**src/rtl/prpd_pkg.sv**
```systemverilog
// Shared constants and types for the password, reset and power-down command block.
package prpd_pkg;
  // Opcodes taken from the serial data lines.
  localparam logic [7:0] OPC_UNLOCK = 8'hea;
  localparam logic [7:0] OPC_ARM = 8'h66;
  localparam logic [7:0] OPC_EXEC = 8'h99;
  localparam logic [7:0] OPC_MBR = 8'hff;
  localparam logic [7:0] OPC_SLEEP = 8'hb9;
  localparam logic [7:0] OPC_WAKE = 8'hab;
  localparam logic [7:0] OPC_CLR = 8'h30;
  // Bit boundaries of the frames, counted from chip select falling.
  localparam logic [9:0] OPC_BITS = 10'h008;
  localparam logic [9:0] UNLOCK_BITS = 10'h048;
  localparam logic [9:0] ID_START = 10'h020;
  localparam logic [9:0] ID_END = 10'h028;
  localparam logic [7:0] MBR_EDGES = 8'h08;
  // Output enables, low while driving; single mode drives IO1 only.
  localparam logic [3:0] OE_SINGLE = 4'hd;
  localparam logic [3:0] OE_QUAD = 4'h0;
  localparam logic [3:0] OE_OFF = 4'hf;
  // Core clock rate and the timed intervals in nanoseconds.
  localparam int CLK_MHZ = 200;
  localparam int UNLOCK_TIME_NS = 1000;
  localparam int SW_REINIT_TIME_NS = 30000;
  localparam int POWER_UP_TIME_NS = 300000;
  localparam int SLEEP_ENTRY_TIME_NS = 3000;
  localparam int WAKE_TIME_NS = 3000;
  localparam int TMR_W = 20;
  // Frame summary captured while chip select is low.
  typedef struct packed {
    logic [7:0] opcode;
    logic [7:0] edges;
    logic ones;
  } prpd_frame_t;
  // Command engine states, Gray coded along the usual path.
  typedef enum logic [2:0] {
    ST_IDLE = 3'h0,
    ST_UNLOCK = 3'h1,
    ST_STUCK = 3'h3,
    ST_RESET = 3'h2,
    ST_SLEEP_ENTER = 3'h6,
    ST_SLEEP = 3'h7,
    ST_WAKE = 3'h5
  } prpd_state_t;
endpackage

```
**src/rtl/prpd_top.sv**
```systemverilog
// Password unlock, software reset, mode-bit reset, deep power-down and ID read commands.
//
// Functional notes
// - Unlock runs only if CS rises at bit 72.
// - Unlock is self-timed with busy flag held.
// - Wrong password sets error, busy stays set.
// - Clear, software or hardware reset end the error.
// - Matching password sets the protection lock.
// - Quad mode takes unlock frame four bits per clock.
// - Software reset reloads volatile state from defaults.
// - Software reset keeps both lock bits.
// - Power-on or hardware reset restores both locks.
// - Arm then execute resets after recovery time.
// - Any other command outside deep sleep cancels the armed reset.
// - Incomplete power-on makes reset take power-up time.
// - Eight ones on IO0 leave continuous read.
// - Sleep opcode exactly eight bits enters deep sleep.
// - Asleep, only wake/ID opcode is recognised.
// - Hardware reset while asleep runs power-on reset.
// - Wake opcode wakes after wake time.
// - ID follows three dummy bytes, MSB first.
// - Wake/ID ignored while a cycle is busy.
// - Quad mode takes opcodes and returns ID on four lines.
// - Single mode samples IO0 on clock rising edges.
`timescale 1ns/1ps
`default_nettype none
module prpd_top #(
  parameter logic [7:0] DEVICE_ID = 8'h5a, // Arbitrary identification value.
  parameter int UNLOCK_CYC = (prpd_pkg::UNLOCK_TIME_NS * prpd_pkg::CLK_MHZ + 999) / 1000,
  parameter int REINIT_CYC = (prpd_pkg::SW_REINIT_TIME_NS * prpd_pkg::CLK_MHZ + 999) / 1000,
  parameter int POWER_UP_CYC = (prpd_pkg::POWER_UP_TIME_NS * prpd_pkg::CLK_MHZ + 999) / 1000,
  parameter int SLEEP_CYC = prpd_pkg::SLEEP_ENTRY_TIME_NS * prpd_pkg::CLK_MHZ / 1000,
  parameter int WAKE_CYC = prpd_pkg::WAKE_TIME_NS * prpd_pkg::CLK_MHZ / 1000
) (
  input wire logic CORE_CLK, // Core clock, 200 MHz.
  input wire logic SRST, // Synchronous reset, active high; acts as power-on.
  input wire logic CS_N, // Chip select pin, active low.
  input wire logic SCK, // Serial clock pin.
  input wire logic [3:0] IO_IN, // Data pins as seen on the wires.
  output logic [3:0] IO_OUT, // Data driven onto the pins.
  output logic [3:0] IO_OE_N, // Pin drive enables, low while driving.
  input wire logic HW_RESET_N, // Hardware reset pin, active low.
  input wire logic QUAD_COMMAND_MODE, // Four-line command mode selected.
  input wire logic [63:0] STORED_PASSWORD, // Hidden password.
  input wire logic PROT_LOCK_POR_VALUE, // Power-on value of the protection lock.
  input wire logic POR_INCOMPLETE, // Earlier power-on sequence did not finish.
  input wire logic STATUS_PROTECT_SET, // Pulse: other logic sets the protect lock.
  input wire logic CONT_READ_ENTER, // Pulse: a read entered continuous mode.
  output logic OP_IN_PROGRESS_FLAG, // Self-timed operation running.
  output logic PROGRAM_ERROR_FLAG, // Password mismatch reported.
  output logic PROTECTION_LOCK_BIT, // Volatile protection lock.
  output logic STATUS_PROTECT_LOCK_BIT, // Volatile status-protect lock.
  output logic CONT_READ_MODE, // Continuous read mode active.
  output logic DEEP_SLEEP, // Deep power-down state reached.
  output logic REINIT_BUSY // Reset or power-up sequence running.
);

  ////////////////////////////////////////////////////////////////////////////////
  // Elaboration checks and helpers.

  // Every timed interval must last a cycle; the reset and power-up intervals must fit the shared timer.
  if (UNLOCK_CYC < 1 || REINIT_CYC < 1 || POWER_UP_CYC < 1 || SLEEP_CYC < 1 ||
      WAKE_CYC < 1 || POWER_UP_CYC >= (1 << prpd_pkg::TMR_W) ||
      REINIT_CYC >= (1 << prpd_pkg::TMR_W)) begin : g_bad_time
    $error("Timed interval out of range for the timer.");
  end

  // Password bytes arrive least significant first, so reverse the byte order.
  function automatic logic [63:0] swap_bytes(input logic [63:0] v);
    logic [63:0] r;
    r = '0;
    for (int i = 0; i < 8; i++) begin
      r[i*8 +: 8] = v[(7-i)*8 +: 8];
    end
    return r;
  endfunction

  ////////////////////////////////////////////////////////////////////////////////
  // Pin synchronisers and edge detection.

  logic [8:0] pin_s1_reg; // First stage, read only by the second stage.
  logic [8:0] pin_s2_reg; // Second stage, safe to use.
  logic [1:0] pin_s3_reg; // Delayed chip select and clock for edges.
  logic cs_low; // Chip select asserted.
  logic cs_fall; // Frame start.
  logic cs_rise; // Frame end.
  logic sck_rise; // Serial clock rising edge.
  logic sck_fall; // Serial clock falling edge.
  logic [3:0] io_s; // Synchronised data lines.
  logic hw_rst; // Synchronised hardware reset request.

  // Two flip-flops on every pin before any logic reads it.
  always_ff @(posedge CORE_CLK) begin
    if (SRST) begin
      pin_s1_reg <= 9'h1ff;
      pin_s2_reg <= 9'h1ff;
      pin_s3_reg <= 2'h3;
    end else begin
      pin_s1_reg <= {HW_RESET_N, CS_N, SCK, 2'h3, IO_IN};
      pin_s2_reg <= pin_s1_reg;
      pin_s3_reg <= pin_s2_reg[7:6];
    end
  end

  assign cs_low = !pin_s2_reg[7];
  assign cs_fall = !pin_s2_reg[7] && pin_s3_reg[1];
  assign cs_rise = pin_s2_reg[7] && !pin_s3_reg[1];
  assign sck_rise = pin_s2_reg[6] && !pin_s3_reg[0] && cs_low;
  assign sck_fall = !pin_s2_reg[6] && pin_s3_reg[0] && cs_low;
  assign io_s = pin_s2_reg[3:0];
  assign hw_rst = !pin_s2_reg[8];

  ////////////////////////////////////////////////////////////////////////////////
  // Frame capture.

  prpd_pkg::prpd_frame_t frame_reg; // Opcode, clock count and all-ones flag.
  logic [71:0] shift_reg; // Every bit received in this frame.
  logic [9:0] nbits; // Bits received so far.
  logic [63:0] rx_password; // Password in natural byte order.

  assign nbits = QUAD_COMMAND_MODE ? {frame_reg.edges, 2'h0} : {2'h0, frame_reg.edges};
  assign rx_password = swap_bytes(shift_reg[63:0]);

  // Count clocks since chip select fell and shift data on rising edges.
  always_ff @(posedge CORE_CLK) begin
    if (SRST || cs_fall) begin
      frame_reg <= '{opcode: 8'h00, edges: 8'h00, ones: 1'b1};
      shift_reg <= '0;
    end else if (sck_rise) begin
      if (frame_reg.edges != 8'hff) begin
        frame_reg.edges <= frame_reg.edges + 8'h01;
      end
      frame_reg.ones <= frame_reg.ones && io_s[0];
      if (QUAD_COMMAND_MODE) begin
        shift_reg <= {shift_reg[67:0], io_s};
      end else begin
        shift_reg <= {shift_reg[70:0], io_s[0]};
      end
      // The opcode is the first eight bits, whatever the width.
      if (QUAD_COMMAND_MODE && frame_reg.edges == 8'h01) begin
        frame_reg.opcode <= {shift_reg[3:0], io_s};
      end else if (!QUAD_COMMAND_MODE && frame_reg.edges == 8'h07) begin
        frame_reg.opcode <= {shift_reg[6:0], io_s[0]};
      end
    end
  end

  ////////////////////////////////////////////////////////////////////////////////
  // Command decode at the end of a frame.

  prpd_pkg::prpd_state_t state_reg; // Command engine state.
  logic armed_reg; // Software reset armed.
  logic cont_read_reg; // Continuous read mode.
  logic opc_done; // Full opcode seen.
  logic commit; // Frame closed with a complete opcode.
  logic fire_unlock; // Valid unlock frame.
  logic fire_exec; // Armed execute frame.
  logic fire_sleep; // Valid deep-sleep frame.
  logic fire_wake; // Wake frame while asleep.
  logic fire_clr; // Clear status frame.
  logic fire_mbr; // Mode-bit reset frame.
  logic idle; // Engine ready for commands.

  assign opc_done = nbits >= prpd_pkg::OPC_BITS;
  assign commit = cs_rise && opc_done && !cont_read_reg;
  assign idle = state_reg == prpd_pkg::ST_IDLE;
  assign fire_unlock = commit && idle && frame_reg.opcode == prpd_pkg::OPC_UNLOCK &&
                       nbits == prpd_pkg::UNLOCK_BITS;
  assign fire_exec = commit && armed_reg && frame_reg.opcode == prpd_pkg::OPC_EXEC &&
                     nbits == prpd_pkg::OPC_BITS && state_reg != prpd_pkg::ST_SLEEP &&
                     state_reg != prpd_pkg::ST_RESET;
  assign fire_sleep = commit && idle && frame_reg.opcode == prpd_pkg::OPC_SLEEP &&
                      nbits == prpd_pkg::OPC_BITS;
  assign fire_wake = commit && state_reg == prpd_pkg::ST_SLEEP &&
                     frame_reg.opcode == prpd_pkg::OPC_WAKE;
  assign fire_clr = commit && (idle || state_reg == prpd_pkg::ST_STUCK) &&
                    frame_reg.opcode == prpd_pkg::OPC_CLR && nbits == prpd_pkg::OPC_BITS;
  assign fire_mbr = cs_rise && frame_reg.ones && frame_reg.edges == prpd_pkg::MBR_EDGES;

  // Arm on the arm opcode; any other complete command outside deep sleep disarms.
  always_ff @(posedge CORE_CLK) begin
    if (SRST || hw_rst) begin
      armed_reg <= 1'b0;
    end else if (commit && state_reg != prpd_pkg::ST_SLEEP) begin
      armed_reg <= frame_reg.opcode == prpd_pkg::OPC_ARM &&
                   nbits == prpd_pkg::OPC_BITS;
    end
  end

  // Continuous read mode is left only by the mode-bit reset or a reset.
  always_ff @(posedge CORE_CLK) begin
    if (SRST || hw_rst || fire_exec) begin
      cont_read_reg <= 1'b0;
    end else if (fire_mbr) begin
      cont_read_reg <= 1'b0;
    end else if (CONT_READ_ENTER && idle) begin
      cont_read_reg <= 1'b1;
    end
  end

  ////////////////////////////////////////////////////////////////////////////////
  // Command engine with its shared timer.

  logic [prpd_pkg::TMR_W-1:0] timer_reg; // Cycles left in the timed state.
  logic full_reset_reg; // Running reset restores the locks too.
  logic prog_err_reg; // Password mismatch error.
  logic prot_lock_reg; // Protection lock.
  logic sp_lock_reg; // Status-protect lock.
  logic tdone; // Timer expired.

  assign tdone = timer_reg == '0;

  // State sequencing; a hardware reset outranks everything.
  always_ff @(posedge CORE_CLK) begin
    if (SRST || hw_rst) begin
      state_reg <= prpd_pkg::ST_RESET;
      timer_reg <= prpd_pkg::TMR_W'(POWER_UP_CYC - 1);
      full_reset_reg <= 1'b1;
    end else if (fire_exec) begin
      state_reg <= prpd_pkg::ST_RESET;
      full_reset_reg <= 1'b0;
      if (POR_INCOMPLETE) begin
        timer_reg <= prpd_pkg::TMR_W'(POWER_UP_CYC - 1);
      end else begin
        timer_reg <= prpd_pkg::TMR_W'(REINIT_CYC - 1);
      end
    end else begin
      if (!tdone) begin
        timer_reg <= timer_reg - 1'b1;
      end
      unique case (state_reg)
        prpd_pkg::ST_IDLE: begin
          if (fire_unlock) begin
            state_reg <= prpd_pkg::ST_UNLOCK;
            timer_reg <= prpd_pkg::TMR_W'(UNLOCK_CYC - 1);
          end else if (fire_sleep) begin
            state_reg <= prpd_pkg::ST_SLEEP_ENTER;
            timer_reg <= prpd_pkg::TMR_W'(SLEEP_CYC - 1);
          end
        end
        prpd_pkg::ST_UNLOCK: begin
          if (tdone) begin
            if (rx_password == STORED_PASSWORD) begin
              state_reg <= prpd_pkg::ST_IDLE;
            end else begin
              state_reg <= prpd_pkg::ST_STUCK;
            end
          end
        end
        prpd_pkg::ST_STUCK: begin
          if (fire_clr) begin
            state_reg <= prpd_pkg::ST_IDLE;
          end
        end
        prpd_pkg::ST_SLEEP_ENTER: begin
          if (tdone) begin
            state_reg <= prpd_pkg::ST_SLEEP;
          end
        end
        prpd_pkg::ST_SLEEP: begin
          if (fire_wake) begin
            state_reg <= prpd_pkg::ST_WAKE;
            timer_reg <= prpd_pkg::TMR_W'(WAKE_CYC - 1);
          end
        end
        prpd_pkg::ST_WAKE, prpd_pkg::ST_RESET: begin
          if (tdone) begin
            state_reg <= prpd_pkg::ST_IDLE;
          end
        end
        default: begin
          state_reg <= prpd_pkg::ST_IDLE;
        end
      endcase
    end
  end

  // Error flag: set on mismatch, cleared by clear status or any reset.
  always_ff @(posedge CORE_CLK) begin
    if (SRST || hw_rst || fire_exec) begin
      prog_err_reg <= 1'b0;
    end else if (state_reg == prpd_pkg::ST_UNLOCK && tdone &&
                 rx_password != STORED_PASSWORD) begin
      prog_err_reg <= 1'b1;
    end else if (fire_clr) begin
      prog_err_reg <= 1'b0;
    end
  end

  // Lock bits survive a software reset; a full reset restores them.
  always_ff @(posedge CORE_CLK) begin
    if (SRST) begin
      prot_lock_reg <= 1'b0;
      sp_lock_reg <= 1'b0;
    end else if (state_reg == prpd_pkg::ST_RESET && full_reset_reg) begin
      prot_lock_reg <= PROT_LOCK_POR_VALUE;
      sp_lock_reg <= 1'b0;
    end else begin
      if (state_reg == prpd_pkg::ST_UNLOCK && tdone && rx_password == STORED_PASSWORD) begin
        prot_lock_reg <= 1'b1;
      end
      if (STATUS_PROTECT_SET) begin
        sp_lock_reg <= 1'b1;
      end
    end
  end

  ////////////////////////////////////////////////////////////////////////////////
  // Identification output on falling clock edges.

  // Drive the ID after the opcode and three dummy bytes, MSB first.
  always_ff @(posedge CORE_CLK) begin
    if (SRST || !cs_low) begin
      IO_OUT <= 4'h0;
      IO_OE_N <= prpd_pkg::OE_OFF;
    end else if (sck_fall && frame_reg.opcode == prpd_pkg::OPC_WAKE &&
                 nbits >= prpd_pkg::ID_START &&
                 (idle || state_reg == prpd_pkg::ST_SLEEP)) begin
      if (nbits >= prpd_pkg::ID_END) begin
        IO_OUT <= 4'h0;
      end else if (QUAD_COMMAND_MODE) begin
        IO_OUT <= nbits[2] ? DEVICE_ID[3:0] : DEVICE_ID[7:4];
        IO_OE_N <= prpd_pkg::OE_QUAD;
      end else begin
        IO_OUT <= {2'h0, DEVICE_ID[3'h7 - nbits[2:0]], 1'b0};
        IO_OE_N <= prpd_pkg::OE_SINGLE;
      end
    end
  end

  // Registered status outputs.
  always_ff @(posedge CORE_CLK) begin
    if (SRST) begin
      OP_IN_PROGRESS_FLAG <= 1'b0;
      PROGRAM_ERROR_FLAG <= 1'b0;
      PROTECTION_LOCK_BIT <= 1'b0;
      STATUS_PROTECT_LOCK_BIT <= 1'b0;
      CONT_READ_MODE <= 1'b0;
      DEEP_SLEEP <= 1'b0;
      REINIT_BUSY <= 1'b1;
    end else begin
      OP_IN_PROGRESS_FLAG <= state_reg == prpd_pkg::ST_UNLOCK ||
                             state_reg == prpd_pkg::ST_STUCK;
      PROGRAM_ERROR_FLAG <= prog_err_reg;
      PROTECTION_LOCK_BIT <= prot_lock_reg;
      STATUS_PROTECT_LOCK_BIT <= sp_lock_reg;
      CONT_READ_MODE <= cont_read_reg;
      DEEP_SLEEP <= state_reg == prpd_pkg::ST_SLEEP;
      REINIT_BUSY <= state_reg == prpd_pkg::ST_RESET;
    end
  end

  ////////////////////////////////////////////////////////////////////////////////
  // Assertions.

  property p_unlock_boundary;
    @(posedge CORE_CLK) disable iff (SRST || hw_rst)
    (commit && idle && frame_reg.opcode == prpd_pkg::OPC_UNLOCK &&
     nbits != prpd_pkg::UNLOCK_BITS) |=> state_reg != prpd_pkg::ST_UNLOCK;
  endproperty
  a_unlock_boundary: assert property (p_unlock_boundary)
    else $error("Unlock started on a wrong bit count.");

  property p_unlock_busy;
    @(posedge CORE_CLK) disable iff (SRST || hw_rst)
    fire_unlock |=> state_reg == prpd_pkg::ST_UNLOCK ##1 OP_IN_PROGRESS_FLAG;
  endproperty
  a_unlock_busy: assert property (p_unlock_busy)
    else $error("Unlock did not raise the busy flag.");

  property p_mismatch;
    @(posedge CORE_CLK) disable iff (SRST || hw_rst || fire_exec)
    (state_reg == prpd_pkg::ST_UNLOCK && tdone && rx_password != STORED_PASSWORD)
    |=> ##1 PROGRAM_ERROR_FLAG && OP_IN_PROGRESS_FLAG;
  endproperty
  a_mismatch: assert property (p_mismatch)
    else $error("Mismatch did not set error with busy held.");

  property p_match;
    @(posedge CORE_CLK) disable iff (SRST || hw_rst || fire_exec)
    (state_reg == prpd_pkg::ST_UNLOCK && tdone && rx_password == STORED_PASSWORD)
    |=> ##1 PROTECTION_LOCK_BIT && !OP_IN_PROGRESS_FLAG;
  endproperty
  a_match: assert property (p_match)
    else $error("Matching password did not set the lock.");

  property p_sw_keeps_locks;
    @(posedge CORE_CLK) disable iff (SRST || hw_rst)
    fire_exec |=> ##1 prot_lock_reg == $past(prot_lock_reg, 2) && !full_reset_reg;
  endproperty
  a_sw_keeps_locks: assert property (p_sw_keeps_locks)
    else $error("Software reset altered the protection lock.");

  property p_disarm;
    @(posedge CORE_CLK) disable iff (SRST || hw_rst)
    (commit && armed_reg && frame_reg.opcode != prpd_pkg::OPC_EXEC &&
     frame_reg.opcode != prpd_pkg::OPC_ARM && state_reg != prpd_pkg::ST_SLEEP)
    |=> !armed_reg;
  endproperty
  a_disarm: assert property (p_disarm)
    else $error("Armed reset survived another command.");

  property p_sleep_deaf;
    @(posedge CORE_CLK) disable iff (SRST || hw_rst)
    (state_reg == prpd_pkg::ST_SLEEP && commit && frame_reg.opcode != prpd_pkg::OPC_WAKE)
    |=> state_reg == prpd_pkg::ST_SLEEP;
  endproperty
  a_sleep_deaf: assert property (p_sleep_deaf)
    else $error("Command other than wake left deep sleep.");

  property p_sleep_entry;
    @(posedge CORE_CLK) disable iff (SRST || hw_rst || fire_exec)
    fire_sleep |=> state_reg == prpd_pkg::ST_SLEEP_ENTER ##[1:601] DEEP_SLEEP;
  endproperty
  a_sleep_entry: assert property (p_sleep_entry)
    else $error("Deep sleep not reached in time.");

  property p_busy_ignores_wake;
    @(posedge CORE_CLK) disable iff (SRST || hw_rst || fire_exec)
    (state_reg == prpd_pkg::ST_STUCK && commit && frame_reg.opcode == prpd_pkg::OPC_WAKE)
    |=> state_reg == prpd_pkg::ST_STUCK && prog_err_reg;
  endproperty
  a_busy_ignores_wake: assert property (p_busy_ignores_wake)
    else $error("Wake command disturbed a busy cycle.");

endmodule
`default_nettype wire

```
**config.mk**
```make
export PLATFORM = sky130hd
export DESIGN_NAME = prpd_top
export DESIGN_NICKNAME = d
export VERILOG_FILES = /design/src/rtl/prpd_pkg.sv /design/src/rtl/prpd_top.sv
export SDC_FILE = /design/constraint.sdc
export NUM_CORES = 1
export LEC_CHECK = 0
export BUFFER_PORTS_ARGS = -buffer_cell sky130_fd_sc_hd__clkbuf_2
export CORE_AREA = 2 2 135 137
export CTS_CLUSTER_DIAMETER = 200
export CTS_CLUSTER_SIZE = 14
export DETAILED_ROUTE_END_ITERATION = 6
export DIE_AREA = 0 0 137 139
export GPL_ROUTABILITY_DRIVEN = 0
export GPL_TIMING_DRIVEN = 0
export PLACE_DENSITY_LB_ADDON = 0.3
export SKIP_LAST_GASP = 1
export SYNTH_ARGS = -nofsm -noshare
export SYNTH_HDL_FRONTEND = slang
export SYNTH_SLANG_ARGS = --single-unit
```
**constraint.sdc**
```tcl
create_clock -name CORE_CLK -period 5.8 [get_ports CORE_CLK]
set_input_delay 0.29 -clock CORE_CLK [delete_from_list [all_inputs] [get_ports CORE_CLK]]
set_output_delay 0.29 -clock CORE_CLK [all_outputs]
set_load 0.01 [all_outputs]
```
# [Word level (Yosys, flattened, before mapping)]
# Memory sizes are Yosys's and may differ from the RTL's.
# Index checks and enable logic that the tools add are counted.
[totals] mem_count=1 output_inout_bits=15 wordCells=156 mem_bits_ro=8 ff_bits=145 in_bits=78
[mem_list] name="(no name shown)" words=8 width=1 rd=1 rd_ports_with_merged_regs=0 wr=0 line="prpd_top.sv:325" text="IO_OUT <= {2'h0, DEVICE_ID[3'h7 - nbits[2:0]], 1'b0};"
[classes] n_addsub=3 n_reduce_logical=65 n_eq_ne=28 n_mux=29 n_lt_le_gt_ge=4 bitwise=1
[ops] op="2-to-1 mux 20 bit" n=5
[ops] op="== test 64 bit" n=1
[ops] op="2-to-1 mux 64 bit" n=1
[ops] op="inequality test 64 bit" n=1
[ops] op="one-hot mux 20 bit (2 select lines)" n=1
[ops] op="logical AND 1 bit" n=38
[ops] op="== test 8 bit, second input constant" n=4
[ops] op="2-to-1 mux 3 bit" n=7
[ops] op=">= comparator 10 x 6 -> 1 bit, second input constant" n=2
[ops] op="zero test 20 bit" n=1
[ops] op="subtractor 20 x 1 -> 20 bit, second input constant" n=1
[ops] op="one-hot mux 3 bit (6 select lines)" n=1
[ops] op="2-to-1 mux 16 bit" n=1
[ops] op="2-to-1 mux 4 bit" n=4
[ops] op="2-to-1 mux 8 bit" n=2
[ops] op="== test 10 x 4 -> 1 bit, second input constant" n=1
[ops] op="== test 10 x 7 -> 1 bit, second input constant" n=1
[ops] op=">= comparator 10 x 4 -> 1 bit, second input constant" n=1
[ops] op="2-to-1 mux 10 bit" n=1
[ops] op="inequality test 2 bit, second input constant" n=5
[ops] op="== test 3 bit, second input constant" n=3
[ops] op="adder 8 x 1 -> 8 bit, second input constant" n=1
[ops] op="== test 8 x 1 -> 1 bit, second input constant" n=1
[ops] op="== test 8 x 3 -> 1 bit, second input constant" n=1
[ops] op="other kinds (20)" n=45

# [Depth between registers and ports, before layout]
[depth] word_depth=11 ltp_mapped=9

# [Worst setup path before layout]
# Ideal clock, no wire load.
[synth_timing] kind="reg-to-reg" from="register frame_reg[5] (netlist bit)" to="register state_reg[1]" stages_incl_launch_ff=9 setup_time_ns=0.074 slack_ns=3.598 t_required_ns=5.726 period_less_slack_ns=2.202 arrival_time_ns=2.128 cell_sequence="dfxtp_1 buf_6 or4_4 a2111o_1 nor3b_4 or2_1 buf_4 a211oi_1 a31oi_1"
[synth_between] elab_chain_len=10
[synth_rtl] element="start: declaration" line="prpd_top.sv:116" text="prpd_pkg::prpd_frame_t frame_reg;"
[synth_rtl] element="start signal: assignment" line="prpd_top.sv:127" text="frame_reg <= '{opcode: 8'h00, edges: 8'h00, ones: 1'b1};"
[synth_rtl] element="2-to-1 mux 10 bit *" line="prpd_top.sv:121" text="assign nbits = QUAD_COMMAND_MODE ? {frame_reg.edges, 2'h0} : {2'h0, frame_reg.edges};"
[synth_rtl] element="parallel branches: the longest is 9 deep, another holds >= comparator 10 x 4 -> 1 bit"
[synth_rtl] element="end signal: assignment" line="prpd_top.sv:216" text="state_reg <= prpd_pkg::ST_RESET;"
[synth_rtl] element="end signal: assignment" line="prpd_top.sv:220" text="state_reg <= prpd_pkg::ST_RESET;"
[synth_rtl] element="end signal: assignment" line="prpd_top.sv:234" text="state_reg <= prpd_pkg::ST_UNLOCK;"
[synth_rtl] element="end: declaration" line="prpd_top.sv:151" text="prpd_pkg::prpd_state_t state_reg;"
# Mark *: on every way between the ends.
# A chain may end at the register's enable or synchronous reset.

# [Worst setup path after layout]
[layout_timing] from="register timer_reg[0] (netlist bit)" to="register state_reg[0]"
[layout_between] elab_chain_len=3
[layout_rtl] element="start: declaration" line="prpd_top.sv:204" text="logic [prpd_pkg::TMR_W-1:0] timer_reg;"
[layout_rtl] element="start signal: assignment" line="prpd_top.sv:217" text="timer_reg <= prpd_pkg::TMR_W'(POWER_UP_CYC - 1);"
[layout_rtl] element="start signal: assignment" line="prpd_top.sv:223" text="timer_reg <= prpd_pkg::TMR_W'(POWER_UP_CYC - 1);"
[layout_rtl] element="start signal: assignment" line="prpd_top.sv:225" text="timer_reg <= prpd_pkg::TMR_W'(REINIT_CYC - 1);"
[layout_rtl] element="zero test 20 bit *" line="prpd_top.sv:211" text="assign tdone = timer_reg == '0;"
[layout_rtl] element="inequality test 2 bit (no source line)"
[layout_rtl] element="AND reduction 6 bit (no source line) *"
# Mark *: on every way between the ends. The rest lies on a longest branch, timed or not.

==> results.sh <==
export IMPL_cts_tree="done"
export IMPL_power_mw=2.27
export IMPL_ant_nets=0
export IMPL_ys_ff_latch=138
export IMPL_drv_slew=0
export IMPL_ff2ff_path_depth=9
export IMPL_min_from="IO_IN[2]"
export IMPL_syn_area_um2=6890
export IMPL_criticalPathCategory="reg2reg"
export IMPL_vias_per_cell=5.24
export IMPL_synth_avg_cell_area_um2=8.99
export IMPL_layout_common_cells="dfxtp_1 (138), nor2_1 (109), clkbuf_2 (92)"
export IMPL_core_area_um2=17700
export IMPL_largest_reg_flops=64
export IMPL_whs_ns=0.0487
export IMPL_drc=0
export IMPL_path_clk_slew_ns=0.06
export IMPL_rows=49
export IMPL_skew_ns=0.0132
export IMPL_synthCells=767
export IMPL_synth_edf_count=0
export IMPL_crit_top_cell="nor2_1"
export IMPL_initial_core_util_pct=39.0
export IMPL_cts_buffers=17
export IMPL_run_status="completed"
export IMPL_routed_via_count=5866
export IMPL_ys_seq_area_share_pct=40.1
export IMPL_setup_viol=0
export IMPL_cp_max_fo=10
export IMPL_fin_nets=960
export IMPL_p_switching_mw=0.509
export IMPL_clkPwrFrac_pct=51.8
export IMPL_ctsResizeCount=0
export IMPL_grt_total_usage_pct=19.2
export IMPL_sw_frac_of_total_pct=22.4
export IMPL_grt_pass1_vias=5635
export IMPL_cts_path_max_buffers=2
export IMPL_slowest_delay_ns=0.46
export IMPL_layoutNonFillerInstCount=1120
export IMPL_min_delay_path_depth=2
export IMPL_io_pins=93
export IMPL_grt_pass1_wl_mm=28.6
export IMPL_worstSkewPairLatency_ns=0.43
export IMPL_wire_per_inst_um=16.0
export IMPL_final_common_cell="dfxtp_1"
export IMPL_crit_chain="inv_1 > ha_1 > nor3b_1 > nand3_1 > nor2_1 > clkbuf_1 > nor2_1 > nor2_1 > o22ai_1"
export IMPL_die_h_um=139
export IMPL_drtPass1Iterations=4
export IMPL_rsz0062_at_grt="false"
export IMPL_yosysWarnings=0
export IMPL_async_reset_ff_share_pct=0
export IMPL_placed_area_um2=7640
export IMPL_tightest_slew_ns=1.04
export IMPL_fin_ws_ns=2.97
export IMPL_drive_gt1_share_pct=17.3
export IMPL_synthesis_nets=849
export IMPL_vdd_drop_max_uv=214
export IMPL_drtIter0Drc=252
export IMPL_r2r_slack_ns=2.97
export IMPL_startpoint_type="flop"
export IMPL_reg2reg_from="timer_reg[0]$_SDFF_PP1_"
export IMPL_antenna_found_initial=1
export IMPL_finalCriticalPeriod_ns=2.83
export IMPL_placement_io_buffers=92
export IMPL_p_seq_share_pct=42.5
export IMPL_grt_max_degree=17
export IMPL_finalHoldViolCount=0
export IMPL_cp_required_ns=6.10
export IMPL_ctsHoldBuffers=0
export IMPL_place_hpwl_mm=13.5
export IMPL_dieArea_um2=19000
export IMPL_post_route_period_util_pct=48.8
export IMPL_numClockSinks=138
export IMPL_die_x_um=137
export IMPL_htreeDepth=4
export IMPL_design_area_um2=8280
export IMPL_num_antenna_cells=0
export IMPL_ys_types=59
export IMPL_min_path_type="in2reg"
export IMPL_place_ws_ns=3.01
export IMPL_pwr_share_comb_pct=5.7
export IMPL_fmax_ghz=0.353
export IMPL_gr_total_overflow=0
export IMPL_synthToLayoutAreaGrowth_pct=20.1
export IMPL_critPathCaptureType="flop"
export IMPL_relSlewSlack_pct=30.1
export IMPL_cap_violations=0
export IMPL_dp_cells=1088
export IMPL_p_int_mw=1.77
export IMPL_wl_mm=17.9
export IMPL_p_per_area_nw_per_um2=275
export IMPL_slowest_stage="nor3b_1"
export IMPL_leakagePower_nw=2.94
export IMPL_synth_flop_cell="dfxtp_1"
export IMPL_cts_root_buf="clkbuf_16"
export IMPL_final_util_pct=46.9
export IMPL_worst_ep_arrival_time_ns=3.13
export IMPL_r2r_end="state_reg[0]$_SDFFE_PP0P_"
export IMPL_cts_setup_buffers=0
export IMPL_setup_tns_ns=0
export IMPL_min_to="pin_s1_reg[2]$_SDFF_PP1_"
-- per-layer routing --
metal | global-route usage [%] | part of all wire [%] | vias up
met5 | 0 | 0.062 | -
met4 | 7.16 | 2.1 | 2
met3 | 4.50 | 4.4 | 27
met2 | 30.0 | 46 | 140
met1 | 25.7 | 48 | 2738
li1 | - | - | 2959
-- synthesized netlist by cell type, drive strengths merged (6+ instances only) --
master	n	area share [%]
or2	18	1.6
o211ai	7	0.76
inv	10	0.54
dfxtp	138	40
clkbuf	28	1.5
buf	17	1.3
nor4	11	1.1
nor2	109	5.9
xnor2	78	9.9
nand2	34	1.9
nor2b	11	1.0
nor3	17	1.2
nor3b	9	1.1
mux2i	74	11
nand2b	6	0.54
a21oi	19	1.4
nand4	22	2.0
a211oi	72	7.8
nand3	11	0.80
o21ai	16	1.2
xor2	8	1.0
-- worst max path at each step --
stage	from	end
2_1_floorplan	frame_reg[5]$_SDFFE_PP0P_	state_reg[1]$_SDFFE_PP1P_
3_3_place_gp	timer_reg[0]$_SDFF_PP1_	state_reg[1]$_SDFFE_PP1P_
3_5_place_dp	timer_reg[0]$_SDFF_PP1_	state_reg[0]$_SDFFE_PP0P_
4_1_cts	timer_reg[0]$_SDFF_PP1_	state_reg[0]$_SDFFE_PP0P_
5_1_grt	timer_reg[0]$_SDFF_PP1_	state_reg[1]$_SDFFE_PP1P_
6_report	timer_reg[0]$_SDFF_PP1_	state_reg[0]$_SDFFE_PP0P_
-- cell type report --
class,count,area [µm²]
clock inverter,12,184
buffer,45,194
fill,1771,9380
tap,229,287
clock buffer,20,457
timing repair buffer,92,460
inverter,10,37.5
sequential,138,2760
multi-input combinational,574,3900
-- worst max-delay path, delay by kind of cell (launching register included) --
kind	cells	cell delay [ns]
buffers and inverters	2	0.54
AND/OR/NAND/NOR	5	1.57
adder cells (fa/ha/maj)	1	0.18
flip-flops	1	0.33
AO/OA/AOI/OAI	1	0.09
-- power by group through the flow --
stage	registers, mW	logic (mW)	clock network, mW
after CTS	0.966	0.131	1.19
after floorplan	0.984	0.0763	0
final	0.966	0.130	1.18
after global placement	0.987	0.130	0
after detailed placement	0.987	0.130	0
after global routing	0.967	0.141	1.24
-- cells by family (layout without fill, tap and decap cells) --
family / Yosys count / after routing / share of synthesized area [%]
flip-flops: 138 / 138 / 40.1
XOR/XNOR: 86 / 86 / 10.9
AO/OA/AOI/OAI: 136 / 136 / 13.9
multiplexers: 75 / 75 / 10.9
adder cells (fa/ha/maj): 4 / 4 / 0.726
buffers and inverters: 55 / 179 / 3.36
AND/OR/NAND/NOR: 273 / 273 / 20.1
No activity file was read; power rests on OpenSTA's default activity.
